$ cat src/rspc_pkg.sv
package rspc_pkg;
  // ---------------------------------------------------------------
  // register map (word-aligned byte addresses)
  // ---------------------------------------------------------------
  localparam logic [7:0] RSPC_ADDR_PTR = 8'h00;
  localparam logic [7:0] RSPC_ADDR_TOP_ENTRY_LOW_BYTE = 8'h04;
  localparam logic [7:0] RSPC_ADDR_TOP_ENTRY_HIGH_BYTE = 8'h08;
  localparam logic [7:0] RSPC_ADDR_TOP_ENTRY_UPPER_BYTE = 8'h0C;
  localparam logic [7:0] RSPC_ADDR_PCL = 8'h10;
  localparam logic [7:0] RSPC_ADDR_PC_HIGH_LATCH = 8'h14;
  localparam logic [7:0] RSPC_ADDR_PC_UPPER_LATCH = 8'h18;
  localparam logic [7:0] RSPC_ADDR_CFG = 8'h1C;
  localparam logic [7:0] RSPC_ADDR_PC = 8'h20;
  // ---------------------------------------------------------------
  // field layout and sizes
  // ---------------------------------------------------------------
  localparam int RSPC_FULL_BIT = 7;
  localparam int RSPC_UNF_BIT = 6;
  localparam int RSPC_LVL_W = 5;
  localparam int RSPC_PC_W = 21;
  localparam int RSPC_DEPTH = 31;
  localparam logic [4:0] RSPC_LVL_MAX = 5'h1F;
  localparam logic [4:0] RSPC_LVL_ZERO = 5'h00;
  localparam logic [20:0] RSPC_PC_RESET = 21'h000000;
  localparam logic [20:0] RSPC_PC_STEP = 21'h000002;
  localparam logic RSPC_FAULT_EN_RESET = 1'b1;
  localparam logic [1:0] RSPC_RESP_OKAY = 2'h0;
  localparam logic [1:0] RSPC_RESP_SLVERR = 2'h2;

  // core operations, one per cycle
  typedef enum logic [3:0] {
    RSPC_OP_NONE = 4'h0,
    RSPC_OP_FETCH = 4'h1,
    RSPC_OP_CALL = 4'h2,
    RSPC_OP_CALL_FAST = 4'h3,
    RSPC_OP_INTR = 4'h4,
    RSPC_OP_RETURN = 4'h5,
    RSPC_OP_RETURN_FAST = 4'h6,
    RSPC_OP_JUMP = 4'h7,
    RSPC_OP_PUSH = 4'h8,
    RSPC_OP_POP = 4'h9
  } rspc_op_t;

  typedef struct packed {
    logic [7:0] status;
    logic [7:0] working;
    logic [7:0] bank;
  } rspc_ctx_t;

  typedef struct packed {
    rspc_op_t op;
    logic [20:0] target;
    rspc_ctx_t ctx;
  } rspc_cmd_t;
endpackage

$ cat src/rspc_stack_mem.sv
`timescale 1ns/100ps
`default_nettype none
module rspc_stack_mem
  import rspc_pkg::*;
(
  input wire logic core_clk_i,
  input wire logic wr_en_i,
  input wire logic [4:0] wr_addr_i,
  input wire logic [20:0] wr_data_i,
  input wire logic [4:0] rd_addr_i,
  output logic [20:0] rd_data_o
);
  // index 0 has no storage; entries 1..31
  logic [20:0] mem [1:RSPC_DEPTH];

  always_ff @(posedge core_clk_i) begin
    if (wr_en_i && wr_addr_i != RSPC_LVL_ZERO) begin
      mem[wr_addr_i] <= wr_data_i;
    end
  end

  always_ff @(posedge core_clk_i) begin
    if (rd_addr_i == RSPC_LVL_ZERO) begin
      rd_data_o <= RSPC_PC_RESET;
    end else begin
      rd_data_o <= mem[rd_addr_i];
    end
  end
endmodule
`default_nettype wire

$ cat src/rspc_top.sv
// What this block does
// - pointer 0..31, up on push, down on pop
// - device reset (reset_i) clears the pointer; POR alone does not
// - software reads and writes the pointer
// - full flag set after 31 pushes
// - full flag cleared only by software or POR
// - fault reset on: 31st push stores PC+2, resets
// - fault reset off: pointer sticks at 31
// - pop when empty: underflow set, PC zero on return
// - underflow flag sticky until software or POR
// - underflow resets device when fault reset on
// - pointer register bit layout, reset zero
// - push instruction stores PC at new entry
// - pop instruction only decrements pointer
// - one-deep hidden shadow loaded on interrupt
// - fast return restores shadow
// - every interrupt overwrites the shadow
// - fast call saves into the shadow
// - 21-bit PC, high parts via latches
// - PC bit 0 zero, fetch adds 2
// - calls, gotos, branches ignore the latches
// - PC low write copies latches into PC in a cycle with no core op
// - PC low read copies PC into latches
// - 31 entries of 21 bits, level 0 empty
// - increment then write; read then decrement
// - three top-entry byte registers, read/write
`timescale 1ns/100ps
`default_nettype none
module rspc_top
  import rspc_pkg::*;
(
  input wire logic core_clk_i,
  input wire logic reset_i,
  input wire logic por_i,
  input wire rspc_cmd_t cmd_i,
  input wire logic [31:0] s_axi_awaddr_i,
  input wire logic s_axi_awvalid_i,
  output logic s_axi_awready_o,
  input wire logic [31:0] s_axi_wdata_i,
  input wire logic [3:0] s_axi_wstrb_i,
  input wire logic s_axi_wvalid_i,
  output logic s_axi_wready_o,
  output logic [1:0] s_axi_bresp_o,
  output logic s_axi_bvalid_o,
  input wire logic s_axi_bready_i,
  input wire logic [31:0] s_axi_araddr_i,
  input wire logic s_axi_arvalid_i,
  output logic s_axi_arready_o,
  output logic [31:0] s_axi_rdata_o,
  output logic [1:0] s_axi_rresp_o,
  output logic s_axi_rvalid_o,
  input wire logic s_axi_rready_i,
  output logic [20:0] pc_o,
  output rspc_ctx_t ctx_restore_o,
  output logic ctx_restore_valid_o,
  output logic stack_reset_req_o
);
  // ---------------------------------------------------------------
  // state
  // ---------------------------------------------------------------
  logic [4:0] level;
  logic stack_full_flag;
  logic stack_underflow_flag;
  logic stack_fault_reset_enable;
  logic [20:0] pc;
  logic [7:0] pc_high_latch;
  logic [4:0] pc_upper_latch;
  rspc_ctx_t shadow;
  logic [20:0] top_entry;
  logic mem_we;
  logic [4:0] mem_waddr;
  logic [20:0] mem_wdata;
  logic [4:0] next_level;
  logic [20:0] next_pc;
  logic full_set;
  logic unf_set;
  logic fault;

  // ---------------------------------------------------------------
  // bus slave: write and read handshakes
  // ---------------------------------------------------------------
  logic aw_held;
  logic w_held;
  logic [7:0] aw_addr;
  logic [31:0] w_data;
  logic [3:0] w_strb;
  logic wr_go;
  logic ar_pend;
  logic [7:0] ar_addr;
  logic rd_go;

  function automatic logic mapped(input logic [7:0] a);
    mapped = (a <= RSPC_ADDR_PC) && (a[1:0] == 2'h0);
  endfunction

  assign wr_go = aw_held && w_held && !s_axi_bvalid_o;

  always_ff @(posedge core_clk_i) begin
    if (reset_i) begin
      aw_held <= 1'b0;
      w_held <= 1'b0;
      aw_addr <= 8'h00;
      w_data <= 32'h0000_0000;
      w_strb <= 4'h0;
      s_axi_bvalid_o <= 1'b0;
      s_axi_bresp_o <= RSPC_RESP_OKAY;
    end else begin
      if (s_axi_awvalid_i && s_axi_awready_o) begin
        aw_held <= 1'b1;
        aw_addr <= s_axi_awaddr_i[7:0];
      end
      if (s_axi_wvalid_i && s_axi_wready_o) begin
        w_held <= 1'b1;
        w_data <= s_axi_wdata_i;
        w_strb <= s_axi_wstrb_i;
      end
      if (wr_go) begin
        aw_held <= 1'b0;
        w_held <= 1'b0;
        s_axi_bvalid_o <= 1'b1;
        s_axi_bresp_o <= mapped(aw_addr) ? RSPC_RESP_OKAY
                                          : RSPC_RESP_SLVERR;
      end else if (s_axi_bvalid_o && s_axi_bready_i) begin
        s_axi_bvalid_o <= 1'b0;
      end
    end
  end

  always_ff @(posedge core_clk_i) begin
    if (reset_i) begin
      s_axi_awready_o <= 1'b0;
      s_axi_wready_o <= 1'b0;
    end else begin
      s_axi_awready_o <= !aw_held && !(s_axi_awvalid_i && s_axi_awready_o)
                         && !s_axi_bvalid_o;
      s_axi_wready_o <= !w_held && !(s_axi_wvalid_i && s_axi_wready_o)
                        && !s_axi_bvalid_o;
    end
  end

  // read: one wait cycle so top_entry from memory is settled
  always_ff @(posedge core_clk_i) begin
    if (reset_i) begin
      ar_pend <= 1'b0;
      ar_addr <= 8'h00;
      s_axi_arready_o <= 1'b0;
    end else begin
      s_axi_arready_o <= !ar_pend && !s_axi_rvalid_o
                         && !(s_axi_arvalid_i && s_axi_arready_o);
      if (s_axi_arvalid_i && s_axi_arready_o) begin
        ar_pend <= 1'b1;
        ar_addr <= s_axi_araddr_i[7:0];
      end else if (rd_go) begin
        ar_pend <= 1'b0;
      end
    end
  end
  assign rd_go = ar_pend && !s_axi_rvalid_o;

  always_ff @(posedge core_clk_i) begin
    if (reset_i) begin
      s_axi_rvalid_o <= 1'b0;
      s_axi_rdata_o <= 32'h0000_0000;
      s_axi_rresp_o <= RSPC_RESP_OKAY;
    end else if (rd_go) begin
      s_axi_rvalid_o <= 1'b1;
      s_axi_rresp_o <= mapped(ar_addr) ? RSPC_RESP_OKAY : RSPC_RESP_SLVERR;
      unique case (ar_addr)
        RSPC_ADDR_PTR: s_axi_rdata_o <= {24'h000000, stack_full_flag,
          stack_underflow_flag, 1'b0, level};
        RSPC_ADDR_TOP_ENTRY_LOW_BYTE: s_axi_rdata_o <= {24'h000000, top_entry[7:0]};
        RSPC_ADDR_TOP_ENTRY_HIGH_BYTE: s_axi_rdata_o <= {24'h000000, top_entry[15:8]};
        RSPC_ADDR_TOP_ENTRY_UPPER_BYTE: s_axi_rdata_o <= {27'h0000000, top_entry[20:16]};
        RSPC_ADDR_PCL: s_axi_rdata_o <= {24'h000000, pc[7:0]};
        RSPC_ADDR_PC_HIGH_LATCH: s_axi_rdata_o <= {24'h000000, pc_high_latch};
        RSPC_ADDR_PC_UPPER_LATCH: s_axi_rdata_o <= {27'h0000000, pc_upper_latch};
        RSPC_ADDR_CFG: s_axi_rdata_o <= {31'h00000000,
          stack_fault_reset_enable};
        RSPC_ADDR_PC: s_axi_rdata_o <= {11'h000, pc};
        default: s_axi_rdata_o <= 32'h0000_0000;
      endcase
    end else if (s_axi_rvalid_o && s_axi_rready_i) begin
      s_axi_rvalid_o <= 1'b0;
    end
  end

  logic wr_ptr;
  logic wr_top_entry_low_byte;
  logic wr_top_entry_high_byte;
  logic wr_top_entry_upper_byte;
  logic wr_pcl;
  logic rd_pcl;
  assign wr_ptr = wr_go && aw_addr == RSPC_ADDR_PTR && w_strb[0];
  assign wr_top_entry_low_byte = wr_go && aw_addr == RSPC_ADDR_TOP_ENTRY_LOW_BYTE && w_strb[0];
  assign wr_top_entry_high_byte = wr_go && aw_addr == RSPC_ADDR_TOP_ENTRY_HIGH_BYTE && w_strb[0];
  assign wr_top_entry_upper_byte = wr_go && aw_addr == RSPC_ADDR_TOP_ENTRY_UPPER_BYTE && w_strb[0];
  assign wr_pcl = wr_go && aw_addr == RSPC_ADDR_PCL && w_strb[0];
  assign rd_pcl = rd_go && ar_addr == RSPC_ADDR_PCL;

  // ---------------------------------------------------------------
  // stack sequencing
  // ---------------------------------------------------------------
  logic is_push;
  logic is_pop;
  assign is_push = cmd_i.op inside {RSPC_OP_CALL, RSPC_OP_CALL_FAST,
                                    RSPC_OP_INTR, RSPC_OP_PUSH};
  assign is_pop = cmd_i.op inside {RSPC_OP_RETURN, RSPC_OP_RETURN_FAST,
                                   RSPC_OP_POP};

  // top_entry mirrors memory; registered copy tracks writes too
  logic [20:0] mem_rdata;
  always_comb begin
    next_level = level;
    mem_we = 1'b0;
    mem_waddr = level;
    mem_wdata = top_entry;
    full_set = 1'b0;
    unf_set = 1'b0;
    fault = 1'b0;
    if (is_push) begin
      if (level == RSPC_LVL_MAX) begin
        full_set = 1'b1;
      end else begin
        next_level = level + 5'h01;
        mem_we = 1'b1;
        mem_waddr = next_level;
        mem_wdata = pc;
        if (next_level == RSPC_LVL_MAX) begin
          full_set = 1'b1;
          if (stack_fault_reset_enable) begin
            mem_wdata = pc + RSPC_PC_STEP;
            next_level = RSPC_LVL_ZERO;
            fault = 1'b1;
          end
        end
      end
    end else if (is_pop) begin
      if (level == RSPC_LVL_ZERO) begin
        unf_set = 1'b1;
        fault = stack_fault_reset_enable;
      end else begin
        next_level = level - 5'h01;
      end
    end else if (wr_top_entry_low_byte || wr_top_entry_high_byte || wr_top_entry_upper_byte) begin
      mem_we = 1'b1;
      if (wr_top_entry_low_byte) mem_wdata[7:0] = w_data[7:0];
      if (wr_top_entry_high_byte) mem_wdata[15:8] = w_data[7:0];
      if (wr_top_entry_upper_byte) mem_wdata[20:16] = w_data[4:0];
    end
  end

  rspc_stack_mem u_mem (
    .core_clk_i(core_clk_i),
    .wr_en_i(mem_we),
    .wr_addr_i(mem_waddr),
    .wr_data_i(mem_wdata),
    .rd_addr_i(next_level),
    .rd_data_o(mem_rdata)
  );
  assign top_entry = mem_rdata;

  // pointer: software write lands when no push or pop that cycle
  always_ff @(posedge core_clk_i) begin
    if (reset_i) begin
      level <= RSPC_LVL_ZERO;
    end else if (is_push || is_pop) begin
      level <= next_level;
    end else if (wr_ptr) begin
      level <= w_data[4:0];
    end
  end

  // flags: set wins over software clear; only POR clears otherwise
  always_ff @(posedge core_clk_i) begin
    if (por_i) begin
      stack_full_flag <= 1'b0;
      stack_underflow_flag <= 1'b0;
    end else begin
      if (full_set) begin
        stack_full_flag <= 1'b1;
      end else if (wr_ptr && !w_data[RSPC_FULL_BIT]) begin
        stack_full_flag <= 1'b0;
      end
      if (unf_set) begin
        stack_underflow_flag <= 1'b1;
      end else if (wr_ptr && !w_data[RSPC_UNF_BIT]) begin
        stack_underflow_flag <= 1'b0;
      end
    end
  end

  always_ff @(posedge core_clk_i) begin
    if (por_i) begin
      stack_fault_reset_enable <= RSPC_FAULT_EN_RESET;
    end else if (wr_go && aw_addr == RSPC_ADDR_CFG && w_strb[0]) begin
      stack_fault_reset_enable <= w_data[0];
    end
  end

  // device reset request: one cycle after the faulting op
  always_ff @(posedge core_clk_i) begin
    if (reset_i) begin
      stack_reset_req_o <= 1'b0;
    end else begin
      stack_reset_req_o <= fault;
    end
  end

  // ---------------------------------------------------------------
  // program counter and latches
  // ---------------------------------------------------------------
  always_comb begin
    next_pc = pc;
    unique case (cmd_i.op)
      RSPC_OP_FETCH: next_pc = pc + RSPC_PC_STEP;
      RSPC_OP_CALL, RSPC_OP_CALL_FAST, RSPC_OP_JUMP:
        next_pc = cmd_i.target;
      RSPC_OP_RETURN, RSPC_OP_RETURN_FAST:
        next_pc = (level == RSPC_LVL_ZERO) ? RSPC_PC_RESET : top_entry;
      default: next_pc = pc;
    endcase
    if (wr_pcl && cmd_i.op == RSPC_OP_NONE) begin
      next_pc = {pc_upper_latch, pc_high_latch, w_data[7:0]};
    end
    next_pc[0] = 1'b0;
  end

  always_ff @(posedge core_clk_i) begin
    if (reset_i) begin
      pc <= RSPC_PC_RESET;
    end else begin
      pc <= next_pc;
    end
  end

  always_ff @(posedge core_clk_i) begin
    if (reset_i) begin
      pc_high_latch <= 8'h00;
      pc_upper_latch <= 5'h00;
    end else if (rd_pcl) begin
      pc_high_latch <= pc[15:8];
      pc_upper_latch <= pc[20:16];
    end else if (wr_go && aw_addr == RSPC_ADDR_PC_HIGH_LATCH && w_strb[0]) begin
      pc_high_latch <= w_data[7:0];
    end else if (wr_go && aw_addr == RSPC_ADDR_PC_UPPER_LATCH && w_strb[0]) begin
      pc_upper_latch <= w_data[4:0];
    end
  end

  always_ff @(posedge core_clk_i) begin
    if (reset_i) begin
      pc_o <= RSPC_PC_RESET;
    end else begin
      pc_o <= next_pc;
    end
  end

  // ---------------------------------------------------------------
  // fast register shadow, not visible to software
  // ---------------------------------------------------------------
  always_ff @(posedge core_clk_i) begin
    if (reset_i) begin
      shadow <= '0;
    end else if (cmd_i.op == RSPC_OP_INTR ||
                 cmd_i.op == RSPC_OP_CALL_FAST) begin
      shadow <= cmd_i.ctx;
    end
  end

  always_ff @(posedge core_clk_i) begin
    if (reset_i) begin
      ctx_restore_o <= '0;
      ctx_restore_valid_o <= 1'b0;
    end else begin
      ctx_restore_valid_o <= cmd_i.op == RSPC_OP_RETURN_FAST;
      ctx_restore_o <= shadow;
    end
  end

  // ---------------------------------------------------------------
  // checks
  // ---------------------------------------------------------------
  a_push_level_up: assert property (@(posedge core_clk_i) disable iff
    (reset_i) is_push && level < 5'h1E |=> level == $past(level) + 5'h01)
    else $error("push did not raise level");
  a_pop_level_dn: assert property (@(posedge core_clk_i) disable iff
    (reset_i) is_pop && level != 5'h00 |=> level == $past(level) - 5'h01)
    else $error("pop did not lower level");
  a_full_on_31: assert property (@(posedge core_clk_i) disable iff
    (reset_i || por_i) is_push && level == 5'h1E |=> stack_full_flag)
    else $error("full flag missed");
  a_full_sticky: assert property (@(posedge core_clk_i) disable iff
    (por_i) stack_full_flag && !wr_ptr |=> stack_full_flag)
    else $error("full flag dropped");
  a_fault_reset: assert property (@(posedge core_clk_i) disable iff
    (reset_i) is_push && level == 5'h1E && stack_fault_reset_enable
    |=> level == 5'h00 ##0 stack_reset_req_o)
    else $error("fault reset missing");
  a_stick_at_31: assert property (@(posedge core_clk_i) disable iff
    (reset_i) is_push && level == 5'h1F |=> level == 5'h1F)
    else $error("level moved past top");
  a_underflow: assert property (@(posedge core_clk_i) disable iff
    (reset_i || por_i) is_pop && level == 5'h00 && !cmd_i.op[3]
    |=> stack_underflow_flag && pc == 21'h000000 && level == 5'h00)
    else $error("underflow handling wrong");
  a_pc_even: assert property (@(posedge core_clk_i) disable iff
    (reset_i) pc[0] == 1'b0)
    else $error("odd program counter");
  a_fetch_step: assert property (@(posedge core_clk_i) disable iff
    (reset_i) cmd_i.op == RSPC_OP_FETCH |=> pc == $past(pc) + 21'h000002)
    else $error("fetch step wrong");
  a_shadow_back: assert property (@(posedge core_clk_i) disable iff
    (reset_i) cmd_i.op == RSPC_OP_INTR ##1 cmd_i.op == RSPC_OP_RETURN_FAST
    |=> ctx_restore_valid_o && ctx_restore_o == $past(cmd_i.ctx, 2))
    else $error("shadow not restored");
  c_push_full: cover property (@(posedge core_clk_i) full_set);
  c_underflow: cover property (@(posedge core_clk_i) unf_set);
  c_fast_ret: cover property (@(posedge core_clk_i) ctx_restore_valid_o);
  c_pcl_write: cover property (@(posedge core_clk_i) wr_pcl);
endmodule
`default_nettype wire

$ cat config.mk
export PLATFORM = sky130hd
export DESIGN_NAME = rspc_top
export DESIGN_NICKNAME = d
export VERILOG_FILES = /design/src/rspc_pkg.sv /design/src/rspc_stack_mem.sv /design/src/rspc_top.sv
export SDC_FILE = /design/constraint.sdc
export NUM_CORES = 1
export LEC_CHECK = 0
export BUFFER_PORTS_ARGS = -buffer_cell sky130_fd_sc_hd__buf_2
export CAP_MARGIN = 20
export CORE_UTILIZATION = 30
export CTS_CLUSTER_SIZE = 25
export DETAILED_ROUTE_END_ITERATION = 16
export PLACE_DENSITY = 0.43
export SYNTH_ARGS = -nofsm -noshare
export SYNTH_HDL_FRONTEND = slang
export SYNTH_SLANG_ARGS = --single-unit
export TNS_END_PERCENT = 30
$ cat constraint.sdc
create_clock -name core_clk_i -period 12.1 [get_ports core_clk_i]
set_input_delay 1.21 -clock core_clk_i [delete_from_list [all_inputs] [get_ports core_clk_i]]
set_output_delay 1.21 -clock core_clk_i [all_outputs]
set_load 0.01 [all_outputs]
# --- Word-level counts from Yosys, hierarchy flattened ---
# Memory sizes are Yosys's and may differ from the RTL's. A register that Yosys moved wholly into a read port is not among the register bits.
# Cells that the tools add are included.
word_totals:
  ram_bits: 651
  reg_bits: 161
  memories: 1
  mem_bits_ro: 0
  out_inout_bits: 88
  latchBits: 0
  word_cells: 196
classes:
  n_reduce_logical: 74
  n_mul: 0
  order_cmp: 2
  addsub: 3
  n_div: 0
  mux: 58
  n_eq_ne: 27
  shifts: 0
  bitwise: 0
mem_list:
  columns: ["name", "words", "width", "read_ports", "rd_ports_with_merged_regs", "wr", "line_no", "source"]
  rows:
  - ["u_mem.mem", 31, 21, 1, 1, 1, "rspc_stack_mem.sv:14", "logic [20:0] mem [1:RSPC_DEPTH];"]
ops:
  columns: ["op", "n"]
  rows:
  - ["$pmux 21 s9", 1]
  - ["$mux 21", 8]
  - ["$mux 5", 14]
  - ["$eq 8x5->1 const B", 8]
  - ["$pmux 21 s3", 1]
  - ["$logic_and 1x1->1", 37]
  - ["$eq 8x4->1 const B", 4]
  - ["$mux 8", 4]
  - ["$mux 1", 28]
  - ["$add 21x2->21 const B", 1]
  - ["$eq 4x3->1 const B", 4]
  - ["$eq 8x3->1 const B", 2]
  - ["$le 8x6->1 const B", 2]
  - ["$logic_not 8->1", 2]
  - ["$reduce_bool 2->1", 8]
  - ["$eq 5x5->1 const B", 2]
  - ["$logic_not 1->1", 10]
  - ["$logic_not 5->1", 2]
  - ["$eq 4x2->1 const B", 2]
  - ["$eq 4x4->1 const B", 2]
  - ["$eq 8x6->1 const B", 1]
  - ["$reduce_bool 4->1", 2]
  - ["$add 5x1->5 const B", 1]
  - ["$reduce_bool 5->1", 1]
  - ["other kinds (11)", 17]

# --- Logic depth before layout (Yosys ltp) ---
logic_depth:
  ltp_word: 12
  mapped_depth: 17
  depth_no_buf: 13

# --- Hierarchy ---
# A second synthesis with hierarchy kept.
unflattened:
  hier_cells: 2078
  area_unflattened_um2: 33554.7
modules_own_cells:
  columns: ["mod", "area_per_inst_um2", "cells_each", "n_inst"]
  rows:
  - ["rspc_stack_mem", 25650.9, 1150, 1]
  - ["rspc_top", 7903.8, 928, 1]

# --- Least setup slack after synthesis ---
# OpenSTA, ideal clock, no wires.
synth_path:
  path_kind: "input to register"
  start: "input port cmd_i[47] (netlist bit)"
  end: "memory u_mem.mem[17][0], enable pin"
  cell_stages: 9
  path_slack_ps: 7170
  arrival_ps: 4500
  setup_time_ps: 430
  t_required_ps: 11670
  cell_sequence: "buf_2 -> xnor2_1 -> o21ai_2 -> or4_1 -> clkbuf_1 -> o22ai_1 -> nor2_1 -> a21oi_1 -> nor3b_1"
synth_via:
  elab_chain_len: 7
  word_cells_on_any_way: 16
synth_lines:
  columns: ["item", "line_no", "source"]
  rows:
  - ["start: declaration", "rspc_top.sv:35", "input wire rspc_cmd_t cmd_i,"]
  - ["$eq 4x2->1 (tied with other cells)", "rspc_top.sv:205", "assign is_push = cmd_i.op inside {RSPC_OP_CALL, RSPC_OP_CALL_FAST,"]
  - ["$reduce_bool 4->1 / $reduce_bool 3->1 (equally long branches)", "rspc_top.sv:205, rspc_top.sv:207", null]
  - ["$mux 5 / $mux 1 (equally long branches)", "rspc_top.sv:220, rspc_top.sv:237", null]
  - ["$reduce_bool 5->1 / $mux 1 (equally long branches)", "rspc_stack_mem.sv:17, rspc_top.sv:220", null]
  - ["$logic_and 1x1->1", "rspc_stack_mem.sv:17", "if (wr_en_i && wr_addr_i != RSPC_LVL_ZERO) begin"]
  - ["$mux 1", "rspc_stack_mem.sv:17", null]
  - ["$mux 1 (not written as such)", "rspc_stack_mem.sv:18", "mem[wr_addr_i] <= wr_data_i;"]
  - ["end: declaration", "rspc_stack_mem.sv:14", null]
# Several ways; a longest one is shown, not always the timed one.

# --- Worst setup path after layout ---
layout_path:
  start: "register level[0]"
  end: "register u_mem.rd_data_o[10] (read register of u_mem.mem)"
layout_via:
  elab_chain_len: 6
  word_cells_on_any_way: 12
layout_lines:
  columns: ["item", "line_no", "source"]
  rows:
  - ["start: declaration", "rspc_top.sv:61", "logic [4:0] level;"]
  - ["start signal: assignment", "rspc_top.sv:267", "level <= next_level;"]
  - ["start signal: assignment", "rspc_top.sv:269", "level <= w_data[4:0];"]
  - ["$add 5x1->5", "rspc_top.sv:224", "next_level = level + 5'h01;"]
  - ["$eq 5x5->1 / $mux 5 (equally long branches)", "rspc_top.sv:228, rspc_top.sv:230", null]
  - ["$mux 5", "rspc_top.sv:228", "if (next_level == RSPC_LVL_MAX) begin"]
  - ["$mux 5", "rspc_top.sv:221", "if (level == RSPC_LVL_MAX) begin"]
  - ["$mux 5 *", "rspc_top.sv:220", "if (is_push) begin"]
  - ["$logic_not 5->1", "rspc_stack_mem.sv:23", "if (rd_addr_i == RSPC_LVL_ZERO) begin"]
  - ["end: declaration", "rspc_stack_mem.sv:11", "output logic [20:0] rd_data_o"]
# Mark *: on every way between the ends. The rest lies on a longest branch, timed or not.
# A chain may end at the register's enable or synchronous reset.

==> metrics.txt <==
final net count ~3300; Setup Skew about 28 ps; DR vias approximately 26000; total power divided by cell area 194 nW/um^2; # DRC 0; Hold Startpoint w_strb[0]; Crit Path Max Fanout 57; first-pass GRT wire length ~180000 um; Cell Area, Placed about 38000 sq um; Area growth, synth to finish 15.4%; Rows 126; Filler Cells Inserted between 10000 and 15000; CTS tree built; Final Hold Fails 0; layout cell share with drive strength beyond 1 between 10 and 15%; post-cts resize count 0; drt wl/cell around 26 um; Synth top area share between 50% and 60%; Multi-input gate area approximately 12000 sq um; clock sink count 819; Max Cap Viol 0; final instance area 41200 sq um; final setup violating endpoints 0; slew of the pin with the lowest slew margin 1200 ps; CP required 12620 ps; Crit. End Element flip-flop; prevailing post-synth register cell edfxtp_1; post-CTS setup repair buffer count 0; Initial DRT Pass Iterations 5; Post-synth EDFFs roughly 650; CP Launch Point level[0]; most frequent cell after synthesis edfxtp_1; H-tree depth 3; Synth Instances approximately 3100; Final GP Congestion ~0.87; CTS buffer count 95; Initial Util 30.2%; crit share post-route a little over half; Synth top cells by count edfxtp_1, nand2_1, nor2_1; Root Buffer clkbuf_16; die area roughly 120000 sq um; Post-Syn Area roughly 36000 sq um; pre-CTS WS ~5500 ps; Yosys warning count 0; post-synth cell types slightly above 80; core area 118000 sq um; Max VDD drop between 0.1 and 0.15 mV; type of the worst setup path flip-flop to flip-flop; grt ovf 0; Reg area approximately 23000 sq um; Hold Crit Class flip-flop to flip-flop; antenna violations before repair 1; I/O pins between 200 and 250; Die W between 300 and 400 um; FF-to-FF Start level[0]; Lkg Pwr 13.8 nW; Seq/Total Area, Yosys about 64%; via-per-instance ratio about 5.5; fmax 151 MHz; Synth Register Bits 819; Min Clock Period, post-route about 6600 ps; Final Non-Filler Cells about 4700; DP Cell Count 4569; gr usage total ~20%; vias in the first global route 25200; hpwl dp 73400 um; asr flop ratio synth 0%; syn_area_per_cell 11.7 sq um; startpoint types flip-flop; Routed Antenna Nets 0; setup tns final 0 ps; largest net degree at the start of global routing 155; Iter 0 DRT Violations about 2300; final wirelength ~120000 um; synth top area cells edfxtp_1, dfxtp_1, nand2_1; clock-pin slew on the worst setup and hold paths roughly 60 ps; WL met1 between 50000 and 60000 um; DR WL met3 about 7000 um; top sig layer met4; unrepaired setup endpoints after global routing false; leading area contributor after synthesis edfxtp_1; Rel. slew slack between 20% and 30%; Worst-Skew Late Latency approximately 670 ps; Hold Buf Count CTS 0; Die H around 350 um; clock tree buffer depth 3; status finished clean; worst endpoint data arrival time slightly above 7000 ps; Port Buf Inserts between 150 and 200; Max Slew Vio Count 0; Final WS setup around 5500 ps; Detail Route met2 WL 57200 um
-- worst max-delay path: stages, from the launching register on --
cell and delay (ps):
dfxtp_4 750, ha_1 410, nand3_1 140, inv_1 100, ha_1 250, nor3_1 120
a21o_2 370, buf_4 410, or2_4 600, a22oi_2 990, buf_4 630, buf_4 510
nand3_1 150, a211o_1 280, a31oi_1 510, a31oi_1 110
-- final timing paths --
kind	end	slack, ps	cells after the start
worst max-delay path	u_mem.rd_data_o[10]	5460	15
worst min-delay path	w_strb[0]	450	2
worst max register to register	u_mem.rd_data_o[10]	5460	15
worst min register to register	w_strb[0]	450	2
-- cell type report --
| cell class | count | share of cell area [%] |
|---|---|---|
| clock buffer | 119 | 6.31 |
| sequential | 819 | 55.6 |
| inverter | 6 | 0.0607 |
| multi-input combinational | 1979 | 28.8 |
| timing repair buffer | 232 | 3.44 |
| clock inverter | 52 | 1.05 |
| tap | 1536 | 4.66 |
| antenna | 3 | 0.0182 |
-- kinds of logic after synthesis --
logic type / share of synthesized area (%)
other: 0.0105
buffers and inverters: 3.63
AOI/OAI and AO/OA: 15.2
muxes: 3.48
adders and majority gates: 0.245
DFF: 64.2
xor gates and xnor gates: 0.809
and+or+nand+nor: 12.5
-- power breakdown --
group	internal, mW	leakage [nW]	switching [mW]
combinational	0.425	4.97	1.23
sequential	3.39	7.29	0.122
clock	1.66	1.50	1.15
-- flip-flops by register name (all words and copies together), names as in the netlist, 5 cells and up --
| signal | count |
|---|---|
| u_mem.mem | 651 |
| ctx_restore_o | 24 |
| shadow | 24 |
| s_axi_rdata_o | 21 |
| u_mem.rd_data_o | 21 |
| pc_o | 20 |
| ar_addr | 8 |
| aw_addr | 8 |
| pc_high_latch | 8 |
| w_data | 8 |
| level | 5 |
| pc_upper_latch | 5 |
-- cell usage in the layout (no fill, tap or decap), types with 8 or more instances in the layout --
master and count:
a211oi_1 23, a21oi_1 114, a221o_1 8, a221oi_1 27, a222oi_1 20, a22oi_1 60
a31oi_1 44, a32oi_1 35, and3_1 15, buf_2 153, buf_4 75, clkbuf_1 14
clkbuf_16 98, clkinv_1 24, clkinv_2 18, conb_1 14, dfxtp_1 167, edfxtp_1 651
mux2i_1 124, nand2_1 465, nand2b_1 8, nand3_1 138, nand4_1 12, nor2_1 187
nor2_2 17, nor2_4 14, nor2b_1 28, nor3_1 80, o211ai_1 59, o21ai_0 150
o21ai_1 9, o21ai_2 20, o221ai_1 93, o22ai_1 67, or3_1 9, xnor2_1 19
xor2_1 14
-- routing by layer --
layer	GRT usage (%)	vias to the layer above
li1	-	11800
met1	26.0	13200
met2	32.3	957
met3	3.35	190
met4	6.69	0
met5	0	-
-- through the flow --
stage | util (%) | hold WS [ps] | power, mW
finish | 34.9 | 448 | 7.98
global placement | 32.3 | 442 | 5.19
global route | 34.9 | 475 | 8.28
CTS | 34.8 | 453 | 8.05
detailed placement | 32.3 | 444 | 5.23
floorplan | - | 432 | 4.46
(Power assumes the default switching activity.)
